**config.mk**
```make
export PLATFORM = sky130hd
export DESIGN_NAME = pst_access
export DESIGN_NICKNAME = d
export VERILOG_FILES = /design/src/logic/pst_pkg.sv /design/src/logic/pst_access.sv
export SDC_FILE = /design/constraint.sdc
export NUM_CORES = 1
export LEC_CHECK = 0
export BUFFER_PORTS_ARGS = -buffer_cell sky130_fd_sc_hd__buf_2
export CORE_ASPECT_RATIO = 0.5
export CORE_UTILIZATION = 46
export DETAILED_ROUTE_END_ITERATION = 10
export HOLD_SLACK_MARGIN = 0.12
export PLACE_DENSITY = 0.82
export SYNTH_ARGS = -nofsm -noshare
export SYNTH_HDL_FRONTEND = slang
export SYNTH_SLANG_ARGS = --single-unit
export TNS_END_PERCENT = 100
```
**constraint.sdc**
```tcl
create_clock -name CLK -period 1.6 [get_ports CLK]
set_input_delay 0.24 -clock CLK [delete_from_list [all_inputs] [get_ports CLK]]
set_output_delay 0.24 -clock CLK [all_outputs]
set_load 0.05 [all_outputs]
```
**src/logic/pst_pkg.sv**
```systemverilog
// constants for the program space table access block
package pst_pkg;
	localparam int PADDR_W        = 24;
	localparam int PWORD_W        = 24;
	localparam int DATA_W         = 16;
	localparam int PC_W           = 23;
	localparam int PAGE_W         = 8;
	localparam int CFG_SEL_BIT    = 7;
	localparam int WIN_EA_BIT     = 15;
	localparam int WIN_OFS_W      = 15;
	localparam logic [PADDR_W-1:0] USER_TOP   = 24'h7FFFFE;
	localparam logic [PADDR_W-1:0] WORD_STEP  = 24'h000002;
	localparam logic [PADDR_W-1:0] ADDR_RST   = 24'h000000;
	localparam logic [DATA_W-1:0]  DATA_RST   = 16'h0000;
	localparam logic [PAGE_W-1:0]  PAGE_RST   = 8'h00;
	localparam int WINDOW_WORDS   = 16384;
	// access kinds from the core
	typedef enum logic [2:0] {
		PST_FETCH,
		PST_TRD_LO,
		PST_TRD_HI,
		PST_TWR_LO,
		PST_TWR_HI,
		PST_DATA
	} pst_kind_e;
endpackage : pst_pkg

```
**src/logic/pst_access.sv**
```systemverilog
// address construction and lane steering for program space access
`timescale 1ns/1ps
`default_nettype none

module pst_access (
	// clock and reset
	input  wire logic                          CLK,
	input  wire logic                          NRST,
	// request from the core
	input  wire logic                          REQ_VALID,
	input  wire pst_pkg::pst_kind_e            REQ_KIND,
	input  wire logic                          REQ_BYTE,
	input  wire logic [pst_pkg::PC_W-1:0]      PC,
	input  wire logic [pst_pkg::DATA_W-1:0]    EA,
	input  wire logic [pst_pkg::DATA_W-1:0]    WR_DATA,
	// configuration bits
	input  wire logic [pst_pkg::PAGE_W-1:0]    TABLE_PAGE,
	input  wire logic [pst_pkg::PAGE_W-1:0]    WINDOW_PAGE,
	input  wire logic                          DATA_WINDOW_ENABLE,
	// program memory side
	output logic                               PM_REQ,
	output logic                               PM_WE,
	output logic [2:0]                         PM_LANE_WE,
	output logic [pst_pkg::PADDR_W-1:0]        PM_ADDR,
	output logic [pst_pkg::PWORD_W-1:0]        PM_WDATA,
	input  wire logic                          PM_RVALID,
	input  wire logic [pst_pkg::PWORD_W-1:0]   PM_RDATA,
	// answer to the core
	output logic                               RD_VALID,
	output logic [pst_pkg::DATA_W-1:0]         RD_DATA,
	output logic                               DATA_TO_PROG
);
	import pst_pkg::*;

	// ------------------------------------------------------------
	// address construction
	// ------------------------------------------------------------
	// no bit 23 anywhere except the table path
	function automatic logic [PADDR_W-1:0] user_clip(input logic [PADDR_W-1:0] a);
		user_clip = {1'b0, a[PADDR_W-2:0]};
	endfunction : user_clip

	function automatic logic is_table_wr(input pst_kind_e k);
		is_table_wr = (k == PST_TWR_LO) || (k == PST_TWR_HI);
	endfunction : is_table_wr

	logic                     is_win;
	logic [PADDR_W-1:0]       addr_c;
	logic [2:0]               lane_c;
	logic [PWORD_W-1:0]       wdata_c;
	logic                     rd_pend_reg;
	logic                     rd_pend_next;
	pst_kind_e                kind_reg;
	pst_kind_e                kind_next;
	logic                     bsel_reg;
	logic                     bsel_next;
	logic                     req_reg;
	logic                     req_next;
	logic                     we_reg;
	logic                     we_next;
	logic [2:0]               lane_reg;
	logic [2:0]               lane_next;
	logic [PADDR_W-1:0]       addr_reg;
	logic [PADDR_W-1:0]       addr_next;
	logic [PWORD_W-1:0]       wdata_reg;
	logic [PWORD_W-1:0]       wdata_next;
	logic                     rv_reg;
	logic                     rv_next;
	logic [DATA_W-1:0]        rd_reg;
	logic [DATA_W-1:0]        rd_next;
	logic                     win_reg;
	logic                     win_next;
	logic                     lo_byte_even_reg;
	logic                     lo_byte_even_next;

	always_comb begin
		// table ops bypass the window entirely
		is_win   = (REQ_KIND == PST_DATA) && EA[WIN_EA_BIT] && DATA_WINDOW_ENABLE;
		addr_c   = ADDR_RST;
		lane_c   = 3'h0;
		wdata_c  = {PWORD_W{1'b0}};
		unique case (REQ_KIND)
			PST_FETCH: begin
				addr_c = user_clip({1'b0, PC[PC_W-1:1], 1'b0});
			end
			PST_TRD_LO, PST_TRD_HI, PST_TWR_LO, PST_TWR_HI: begin
				// word address drops ea bit 0; it is the byte select
				addr_c = {TABLE_PAGE, EA[DATA_W-1:1], 1'b0};
			end
			PST_DATA: begin
				addr_c = user_clip({1'b0, WINDOW_PAGE, EA[WIN_OFS_W-1:0]});
			end
			default: begin
				// codes 6 and 7 are not access kinds
				addr_c = ADDR_RST;
			end
		endcase
		// write lanes: low ops touch the lsw, high ops only the msb
		unique case (REQ_KIND)
			PST_TWR_LO: begin
				lane_c  = REQ_BYTE ? (EA[0] ? 3'h2 : 3'h1) : 3'h3;
				wdata_c = {8'h00, REQ_BYTE ? {2{WR_DATA[7:0]}} : WR_DATA};
			end
			PST_TWR_HI: begin
				// odd byte of the high space is phantom, nothing written
				lane_c  = (REQ_BYTE && EA[0]) ? 3'h0 : 3'h4;
				wdata_c = {WR_DATA[7:0], 16'h0000};
			end
			default: begin
				lane_c  = 3'h0;
				wdata_c = {PWORD_W{1'b0}};
			end
		endcase
	end

	// ------------------------------------------------------------
	// request stage
	// ------------------------------------------------------------
	always_comb begin
		req_next   = REQ_VALID && (REQ_KIND != PST_DATA || is_win);
		we_next    = REQ_VALID && is_table_wr(REQ_KIND);
		lane_next  = REQ_VALID ? lane_c : 3'h0;
		addr_next  = REQ_VALID ? addr_c : addr_reg;
		wdata_next = REQ_VALID ? wdata_c : wdata_reg;
		win_next   = REQ_VALID && is_win;
		kind_next  = REQ_VALID ? REQ_KIND : kind_reg;
		bsel_next  = REQ_VALID ? (REQ_BYTE & EA[0]) : bsel_reg;
		rd_pend_next = rd_pend_reg;
		if (PM_RVALID) begin
			rd_pend_next = 1'b0;
		end
		// a new read wins over a late answer: one read outstanding only
		if (req_next && !we_next) begin
			rd_pend_next = 1'b1;
		end
	end

	// ------------------------------------------------------------
	// read lane steering
	// ------------------------------------------------------------
	// byte answers land in the low byte, upper byte zero
	always_comb begin
		rv_next = PM_RVALID && rd_pend_reg;
		rd_next = rd_reg;
		if (PM_RVALID && rd_pend_reg) begin
			unique case (kind_reg)
				PST_TRD_LO: begin
					if (bsel_reg) begin
						rd_next = {8'h00, PM_RDATA[15:8]};
					end else if (lo_byte_even_reg) begin
						rd_next = {8'h00, PM_RDATA[7:0]};
					end else begin
						rd_next = PM_RDATA[15:0];
					end
				end
				PST_TRD_HI: begin
					rd_next = bsel_reg ? DATA_RST : {8'h00, PM_RDATA[23:16]};
				end
				default: begin
					// fetch and window return only the lsw
					rd_next = PM_RDATA[15:0];
				end
			endcase
		end
	end

	// byte low read at even select: keep only the low byte
	always_comb begin
		lo_byte_even_next = REQ_VALID ? (REQ_KIND == PST_TRD_LO && REQ_BYTE && !EA[0])
			: lo_byte_even_reg;
	end

	always_ff @(posedge CLK or negedge NRST) begin
		if (!NRST) begin
			req_reg          <= 1'b0;
			we_reg           <= 1'b0;
			lane_reg         <= 3'h0;
			addr_reg         <= ADDR_RST;
			wdata_reg        <= {PWORD_W{1'b0}};
			win_reg          <= 1'b0;
			kind_reg         <= PST_FETCH;
			bsel_reg         <= 1'b0;
			rd_pend_reg      <= 1'b0;
			rv_reg           <= 1'b0;
			rd_reg           <= DATA_RST;
			lo_byte_even_reg <= 1'b0;
		end else begin
			req_reg          <= req_next;
			we_reg           <= we_next;
			lane_reg         <= lane_next;
			addr_reg         <= addr_next;
			wdata_reg        <= wdata_next;
			win_reg          <= win_next;
			kind_reg         <= kind_next;
			bsel_reg         <= bsel_next;
			rd_pend_reg      <= rd_pend_next;
			rv_reg           <= rv_next;
			rd_reg           <= rd_next;
			lo_byte_even_reg <= lo_byte_even_next;
		end
	end

	assign PM_REQ       = req_reg;
	assign PM_WE        = we_reg;
	assign PM_LANE_WE   = lane_reg;
	assign PM_ADDR      = addr_reg;
	assign PM_WDATA     = wdata_reg;
	assign RD_VALID     = rv_reg;
	assign RD_DATA      = rd_reg;
	assign DATA_TO_PROG = win_reg;
endmodule : pst_access

`default_nettype wire

```
==> results of run 1 <==
## per-stage QoR
stage	hold WS [ns]	instance area [um2]	total power [W]	utilization, %
floorplan	-0.0556	3660	0.00332	-
global placement	0.214	4670	0.00378	62.1
detailed placement	0.221	4670	0.00381	62.1
CTS	0.120	5010	0.00572	66.7
global route	0.135	5020	0.00594	66.9
finish	0.128	5020	0.00570	66.9
## power groups by stage
stage               logic [W]  registers (W)  clock network (W)
CTS                   0.00155        0.00225            0.00193
detailed placement    0.00153        0.00228                  0
finish                0.00155        0.00225            0.00190
floorplan            0.000405        0.00292                  0
global route          0.00165        0.00227            0.00202
global placement      0.00150        0.00228                  0
## timing repair
action	in CTS	in global routing
hold buffers	6	0
endpoints found under the setup margin	0	8
resized for setup	0	2
hold endpoints to repair	35	0
## per-layer routing
metal | vias to the layer above | track usage [%]
met4 | 0 | 8.53
li1 | 1693 | -
met2 | 103 | 41.8
met5 | - | 0
met1 | 1678 | 32.1
met3 | 22 | 6.43
## critical path: cells and delay by family, from the launching register on
kind,cells,cell delay (ns)
AO/OA/AOI/OAI,2,0.26
flip-flops,1,0.65
multiplexers,1,0.40
## cell families after synthesis
group	Yosys count
mux	25
buf+inv	56
flops	77
simple gates	127
xor+xnor	1
compound gates	100
## how the worst max path moves through the flow
| stage | endpoint | startpoint | slack [ns] |
|---|---|---|---|
| 2_1_floorplan | PM_ADDR[10]$_DFFE_PN0P_ | REQ_KIND[1] | 0.35 |
| 3_3_place_gp | PM_ADDR[6]$_DFFE_PN0P_ | REQ_KIND[0] | 0.07 |
| 3_5_place_dp | PM_ADDR[10]$_DFFE_PN0P_ | REQ_KIND[0] | 0.01 |
| 4_1_cts | RD_DATA[5]$_DFFE_PN0P_ | bsel_reg$_DFFE_PN0P_ | 0.06 |
| 5_1_grt | RD_DATA[3]$_DFFE_PN0P_ | bsel_reg$_DFFE_PN0P_ | 0.03 |
| 6_report | RD_DATA[0]$_DFFE_PN0P_ | bsel_reg$_DFFE_PN0P_ | 0.16 |
## cell usage in the layout, fill, tap and decap left out, drive strengths merged, types with 13 or more instances in the layout
master / instances
nand3: 17
a31oi: 14
buf: 189
inv: 32
mux2: 17
a21oi: 13
nor2: 18
nand2: 68
dfrtp: 77
o21ai: 39
a22oi: 16
## final cells by class
type / count / area (um2)
fill: 623 / 2490
sequential: 77 / 1930
multi-input combinational: 253 / 1500
timing repair buffer: 195 / 1060
clock buffer: 10 / 239
tap: 108 / 135
inverter: 32 / 120
clock inverter: 6 / 46.3
==> metrics.cfg, run 1 <==
[sta]
fin_tns_setup_ns = 0
finalCritPeriodShare_pct = 89.9
fmax_ghz = 0.695
setup_viol_count_final = 0
final.setup.worst_slack_ns = 0.162
max_slew_margin_pct = 57.5
clock_skew_ns = 0.00937
tightest_slew_ns = 0.634
rsz0062_at_grt = false
hold_viol_final = 0
slew_violations = 0
fin_crit_ns = 1.44

[routing]
drt-pass1-iter-count = 4
dr_total_vias = 3496
via_per_inst = 5.13
route.final.wire_length_mm = 9.96
wl_met3_um = 448
drc = 0
ant_nets = 0
drt_iter0_markers = 223
routedWlPerCell_um = 14.6
met1_length_mm = 4.35
routed-wl-met2_mm = 4.97
maxUsedRoutingLayer = met4

[die]
rows = 22
die_h_um = 65.1
die-width_um = 128
core_um2 = 7510
initial_utilization_pct = 48.7
ios = 175
dieArea_um2 = 8340

[worst_hold_path]
whs_path_depth = 3
hold_end = PM_ADDR[16]$_DFFE_PN0P_
hold_start = TABLE_PAGE[0]
hold_class = in2reg

[yosys]
synth_xor_area_share_pct = 0.239
yosys.area_share.adder_pct = 0
async_reset_ff_share_pct = 100
muxShareOfSynthArea_pct = 7.52
synth_top_family_by_area = compound AO/OA/AOI/OAI gates
ys.flop_type = dfrtp_1
synth_edf_count = 0
synth_most_common_cell = dfrtp_1
yosysTopAreaCell = dfrtp_1
yosys-top-cells-area = dfrtp_1, nand2_1, o21ai_0
ys_seq_area_share_pct = 52.6
synth_compound_area_share_pct = 16.5
netlist_area_um2 = 3660
ys_types = 35
ys_warn_count = 0
syn-num-nets = 490
yosys-top-cells-count = dfrtp_1, nand2_1, o21ai_0
synth_simple_gate_area_share_pct = 16.3
synth.avg_cell_area_um2 = 9.49
synth-seq-cells = 77
postSynthCellCount = 386
yosys.area.top_type_share_pct = 52.6

[worst_setup_path]
worst-path-max-fanout = 11
r2r_start = bsel_reg$_DFFE_PN0P_
r2r-end = RD_DATA[0]$_DFFE_PN0P_
cpPeakStageDelay_ns = 0.65
crit_required_ns = 1.81
cp-start-kind = register
worst_ep_arrival_time_ns = 1.65
endpoint_kind = register
path_cells = mux2_2 > a22oi_1 > o21ai_0
r2r_setup_slack_ns = 0.16
crit_type = reg2reg
r2r_cells = 3
crit_slowest_cell = dfrtp_1

[placement]
dp_hpwl_mm = 7.10
dp_slack_ns = 0.0102
io_buffers = 173
place_inst = 659
place_congestion = 0.802

[pwr]
leakage_nw = 2.56
swShare_pct = 35.3
power.density_nw_per_um2 = 1130
power_frac_seq_pct = 39.5
netSwitchingPower_w = 0.00201
peakVddDrop_uv = 599
pwr-share-clk_pct = 33.3
internal_power_w = 0.00369
pwr-share-comb_pct = 27.1

[final_layout]
num_antenna_cells = 0
layout.nets = 672
layout-drive-gt1-share_pct = 39.8
area_growth_pct = 37.2
fin_cells = 681

[clock_tree]
cts_tree = yes
cts.htree.levels = 3
cts_inserted_buffers = 9
clk_latency_ns = 0.34
clock-sinks = 77
cts_buffer_depth = 2
post-cts-setup-buffer-count = 0
path_clk_slew_ns = 0.06
root_buffer = clkbuf_16

[global_routing]
grt_pass1_wl_mm = 16.1
grt_start_max_net_pins = 62
grt_antenna_before_repair = 0
grt_usage_pct = 25.1
overflow = 0
grt_pass1_vias = 3343

[job]
maxCapViolations = 0

[run_status]
outcome = complete, no violations

(Power assumes the default switching activity.)
==> inputs of run 2 (changes only) <==
--- a/config.mk
+++ b/config.mk
@@ -8,3 +8,4 @@
 export BUFFER_PORTS_ARGS = -buffer_cell sky130_fd_sc_hd__buf_2
-export CORE_ASPECT_RATIO = 0.5
+export CORE_ASPECT_RATIO = 0.7
+export CORE_MARGIN = 3
 export CORE_UTILIZATION = 46
==> constraint.sdc (replaced) <==
create_clock -name CLK -period 1.6 [get_ports CLK]
set_input_delay 0.08 -clock CLK [delete_from_list [all_inputs] [get_ports CLK]]
set_output_delay 0.08 -clock CLK [all_outputs]
set_load 0.05 [all_outputs]
==> metrics.cfg, run 2 (synthesis results as in run 1) <==
[sta]
rsz0062_at_grt = false
max_slew_margin_pct = 54.6
clock_skew_ns = 0.00491
fin_crit_ns = 1.43
finalCritPeriodShare_pct = 89.6
tightest_slew_ns = 0.678
hold_viol_final = 0
fin_tns_setup_ns = 0
slew_violations = 0
fmax_ghz = 0.698
setup_viol_count_final = 0

[pwr]
power.density_nw_per_um2 = 1060
leakage_nw = 2.92
peakVddDrop_uv = 733

[clock_tree]
cts_tree = yes
path_clk_slew_ns = 0.05
cts_buffer_depth = 2
cts.htree.levels = 3
root_buffer = clkbuf_16
clock-sinks = 77
clk_latency_ns = 0.33
cts_inserted_buffers = 9

[final_layout]
layout.nets = 752
num_antenna_cells = 0
final_cell_mix = buf_2, dlygate4sd3_1, dfrtp_1, nand2_1, o21ai_0
final_common_cell = buf_2
area_growth_pct = 60.1
finalInstanceArea_um2 = 5860
multi_input_area_um2 = 1500
fillers = 471
seq_area_um2 = 1930
layout-drive-gt1-share_pct = 34.3

[worst_setup_path]
path_buf_inv = 3
critPathTopFamily = buffers and inverters
crit_slowest_cell = dlygate4sd3_1
path_cells = dlygate4sd3_1 > buf_2 > buf_4 > and2b_1 > a21oi_1 > nand2_1
crit_type = in2reg
r2r_cells = 3
r2r-end = RD_DATA[5]$_DFFE_PN0P_
worst_ep_arrival_time_ns = 1.65
critPathLaunch = REQ_VALID
path_depth = 6
crit_required_ns = 1.81
worst-path-max-fanout = 39
crit_path_end = PM_ADDR[18]$_DFFE_PN0P_
endpoint_kind = register
r2r_setup_slack_ns = 0.19
r2r_start = bsel_reg$_DFFE_PN0P_
cpPeakStageDelay_ns = 0.54
cp-start-kind = input port

[run_status]
outcome = complete, no violations

[global_routing]
grt_pass1_vias = 4238
grt_usage_pct = 29.4
grt_pass1_wl_mm = 20.9
grt_antenna_before_repair = 0
grt_start_max_net_pins = 42
overflow = 0

[die]
initial_utilization_pct = 48.7
dieArea_um2 = 9080
die-width_um = 113
core_um2 = 7510
ios = 175
die_h_um = 80.7
rows = 26

[routing]
via_per_inst = 5.36
route.final.wire_length_mm = 13.1
drt-pass1-iter-count = 5
drt_iter0_markers = 316
dr_total_vias = 4029
routedWlPerCell_um = 17.5
ant_nets = 0
drc = 0

[placement]
place_congestion = 0.833
dpl_cell_area_um2 = 4630
io_buffers = 173
dp_hpwl_mm = 7.70

[job]
maxCapViolations = 0

[worst_hold_path]
hold_class = in2reg

==> run 2: how the worst min path moves through the flow <==
stage / slack, ns / cells after the start / start / to
floorplan: -0.22 / 0 / NRST / DATA_TO_PROG$_DFF_PN0_
global placement: 0.09 / 1 / NRST / PM_WDATA[8]$_DFFE_PN0P_
detailed placement: 0.10 / 1 / NRST / PM_WDATA[8]$_DFFE_PN0P_
CTS: 0.12 / 4 / PC[15] / PM_ADDR[15]$_DFFE_PN0P_
global route: 0.14 / 4 / PC[15] / PM_ADDR[15]$_DFFE_PN0P_
finish: 0.14 / 4 / PC[15] / PM_ADDR[15]$_DFFE_PN0P_
==> run 2: cell type report <==
type,count,area share (%)
flip-flops and latches,77,32.9
repair buffers,275,31.9
multi-input cells,253,25.5
clock buffers,12,4.38
well taps,98,2.09
inverters,32,2.05
clock inverters,4,1.20
==> run 2: per-stage QoR <==
step	power (W)	hold slack [ns]	utilization, %	cells	worst slack, ns
after floorplan	0.00332	-0.216	-	386	0.382
final	0.00623	0.136	78.0	751	0.167
after global routing	0.00648	0.138	78.0	751	0.0378
after CTS	0.00620	0.123	77.9	751	0.112
after detailed placement	0.00381	0.100	61.7	646	0.0955
after global placement	0.00378	0.0911	61.7	646	0.177
==> run 2: repair_timing <==
action | 4_1_cts | 5_1_grt
setup endpoints to repair | 0 | 7
setup buffers | 0 | 0
resized for setup | 0 | 2
endpoints found under the hold margin | 108 | 0
hold buffers | 89 | 0
==> run 2: worst register-to-register path: cells and delay by family, from the launching register on <==
| family | cells | cell delay, ns |
|---|---|---|
| AO/OA/AOI/OAI | 2 | 0.26 |
| flip-flops | 1 | 0.63 |
| multiplexers | 1 | 0.40 |
==> run 2: where the power goes <==
part	internal (W)	switching, W
registers	0.00214	0.000133
clock network	0.00145	0.000764
logic	0.000578	0.00116
==> run 2: layer usage <==
metal,global-route usage [%],routed length (um),up-vias
li1,-,-,1846
met1,35.9,5110,1897
met2,49.5,6320,249
met3,8.89,1380,37
met4,10.7,303,0
met5,0,0,-
==> inputs of run 3 (changes only) <==
BUFFER_PORTS_ARGS = unset   (was -buffer_cell sky130_fd_sc_hd__buf_2)
CORE_UTILIZATION = 60   (was 46)
DONT_BUFFER_PORTS = 1   (was unset)
PLACE_DENSITY = 0.78   (was 0.82)
==> metrics.cfg, run 3 <==
[run_status]
outcome = did not finish
flow.stopped_at = 4_1_cts
error = [ERROR RSZ-0060] Max buffer count reached.

[yosys]
syn-num-nets = 490
ys.flop_type = dfrtp_1
synth-seq-cells = 77
synth.avg_cell_area_um2 = 9.49
ys_types = 35
yosys-top-cells-area = dfrtp_1, nand2_1, o21ai_0
yosys.area.top_type_share_pct = 52.6
yosys-top-cells-count = dfrtp_1, nand2_1, o21ai_0
yosys.area_share.adder_pct = 0
netlist_area_um2 = 3660
async_reset_ff_share_pct = 100
synth_compound_area_share_pct = 16.5
synth_most_common_cell = dfrtp_1
ys_warn_count = 0
synth_xor_area_share_pct = 0.239
postSynthCellCount = 386
synth_edf_count = 0
ys_seq_area_share_pct = 52.6
yosysTopAreaCell = dfrtp_1
synth_simple_gate_area_share_pct = 16.3
muxShareOfSynthArea_pct = 7.52
synth_top_family_by_area = compound AO/OA/AOI/OAI gates

[clock_tree]
cts.htree.levels = 3
cts_buffer_depth = 2
post-cts-setup-buffer-count = 0
root_buffer = clkbuf_8
hold_buffers = 101
clock-sinks = 77
cts_inserted_buffers = 9
post_cts_resized = 0

[placement]
dp_hpwl_mm = 6.24
io_buffers = 0
place_congestion = 0.792

[die]
initial_utilization_pct = 63.0
ios = 175
die_h_um = 71.4
rows = 23
die-width_um = 99.4

==> run 3: cell counts after synthesis <==
No cell type changed its count.
==> run 3: logic make-up after synthesis <==
kind of cell,after synthesis
simple gates,127
compound gates,100
flops,77
buf+inv,56
mux,25
xor+xnor,1
==> run 3: metrics by stage <==
step	hold WS (ns)	setup WS [ns]	util (%)	instances	area [um2]
after floorplan	-0.216	0.382	-	386	3660
after global placement	-0.214	0.116	64.2	451	3730
after detailed placement	-0.214	0.0293	64.2	451	3730
==> inputs of run 4 (changes only) <==
CORE_ASPECT_RATIO = unset   (was 0.7)
CORE_UTILIZATION = 40   (was 60)
HOLD_SLACK_MARGIN = unset   (was 0.12)
PLACE_DENSITY = unset   (was 0.78)
PLACE_DENSITY_LB_ADDON = 0.15   (was unset)
==> metrics.cfg, run 4 <==
[run_status]
error = [ERROR RSZ-0060] Max buffer count reached.
outcome = did not finish
flow.stopped_at = 4_1_cts

[yosys]
synth_xor_area_share_pct = 0.239
ys.flop_type = dfrtp_1
yosys.area_share.adder_pct = 0
yosys-top-cells-area = dfrtp_1, nand2_1, o21ai_0
synth_edf_count = 0
ys_types = 35
synth_top_family_by_area = compound AO/OA/AOI/OAI gates
yosysTopAreaCell = dfrtp_1
yosys.area.top_type_share_pct = 52.6
syn-num-nets = 490
synth_most_common_cell = dfrtp_1
synth_compound_area_share_pct = 16.5
synth_simple_gate_area_share_pct = 16.3
postSynthCellCount = 386
ys_seq_area_share_pct = 52.6
synth-seq-cells = 77
yosys-top-cells-count = dfrtp_1, nand2_1, o21ai_0
ys_warn_count = 0
muxShareOfSynthArea_pct = 7.52
synth.avg_cell_area_um2 = 9.49
async_reset_ff_share_pct = 100
netlist_area_um2 = 3660

[die]
initial_utilization_pct = 41.6
die_h_um = 102
die-width_um = 102
rows = 34
ios = 175

[clock_tree]
hold_buffers = 103
post-cts-setup-buffer-count = 0
clock-sinks = 77
cts_buffer_depth = 2
root_buffer = clkbuf_8
post_cts_resized = 0
cts.htree.levels = 3
cts_inserted_buffers = 9

[placement]
place_inst = 495
dp_hpwl_mm = 6.20
place_congestion = 0.730
io_buffers = 0

==> run 4: cell counts after synthesis <==
Identical to the previous run, type by type.
==> run 4: cell families after synthesis <==
family / after synthesis
DFF: 77
xor gates and xnor gates: 1
AOI/OAI and AO/OA: 100
buffers and inverters: 56
muxes: 25
and+or+nand+nor: 127
==> run 4: per-stage QoR <==
stage | setup slack, ns | util [%] | cell area [um2] | hold WS [ns]
floorplan | 0.382 | - | 3660 | -0.216
global placement | 0.157 | 43.8 | 3860 | -0.213
detailed placement | 0.151 | 43.8 | 3860 | -0.213
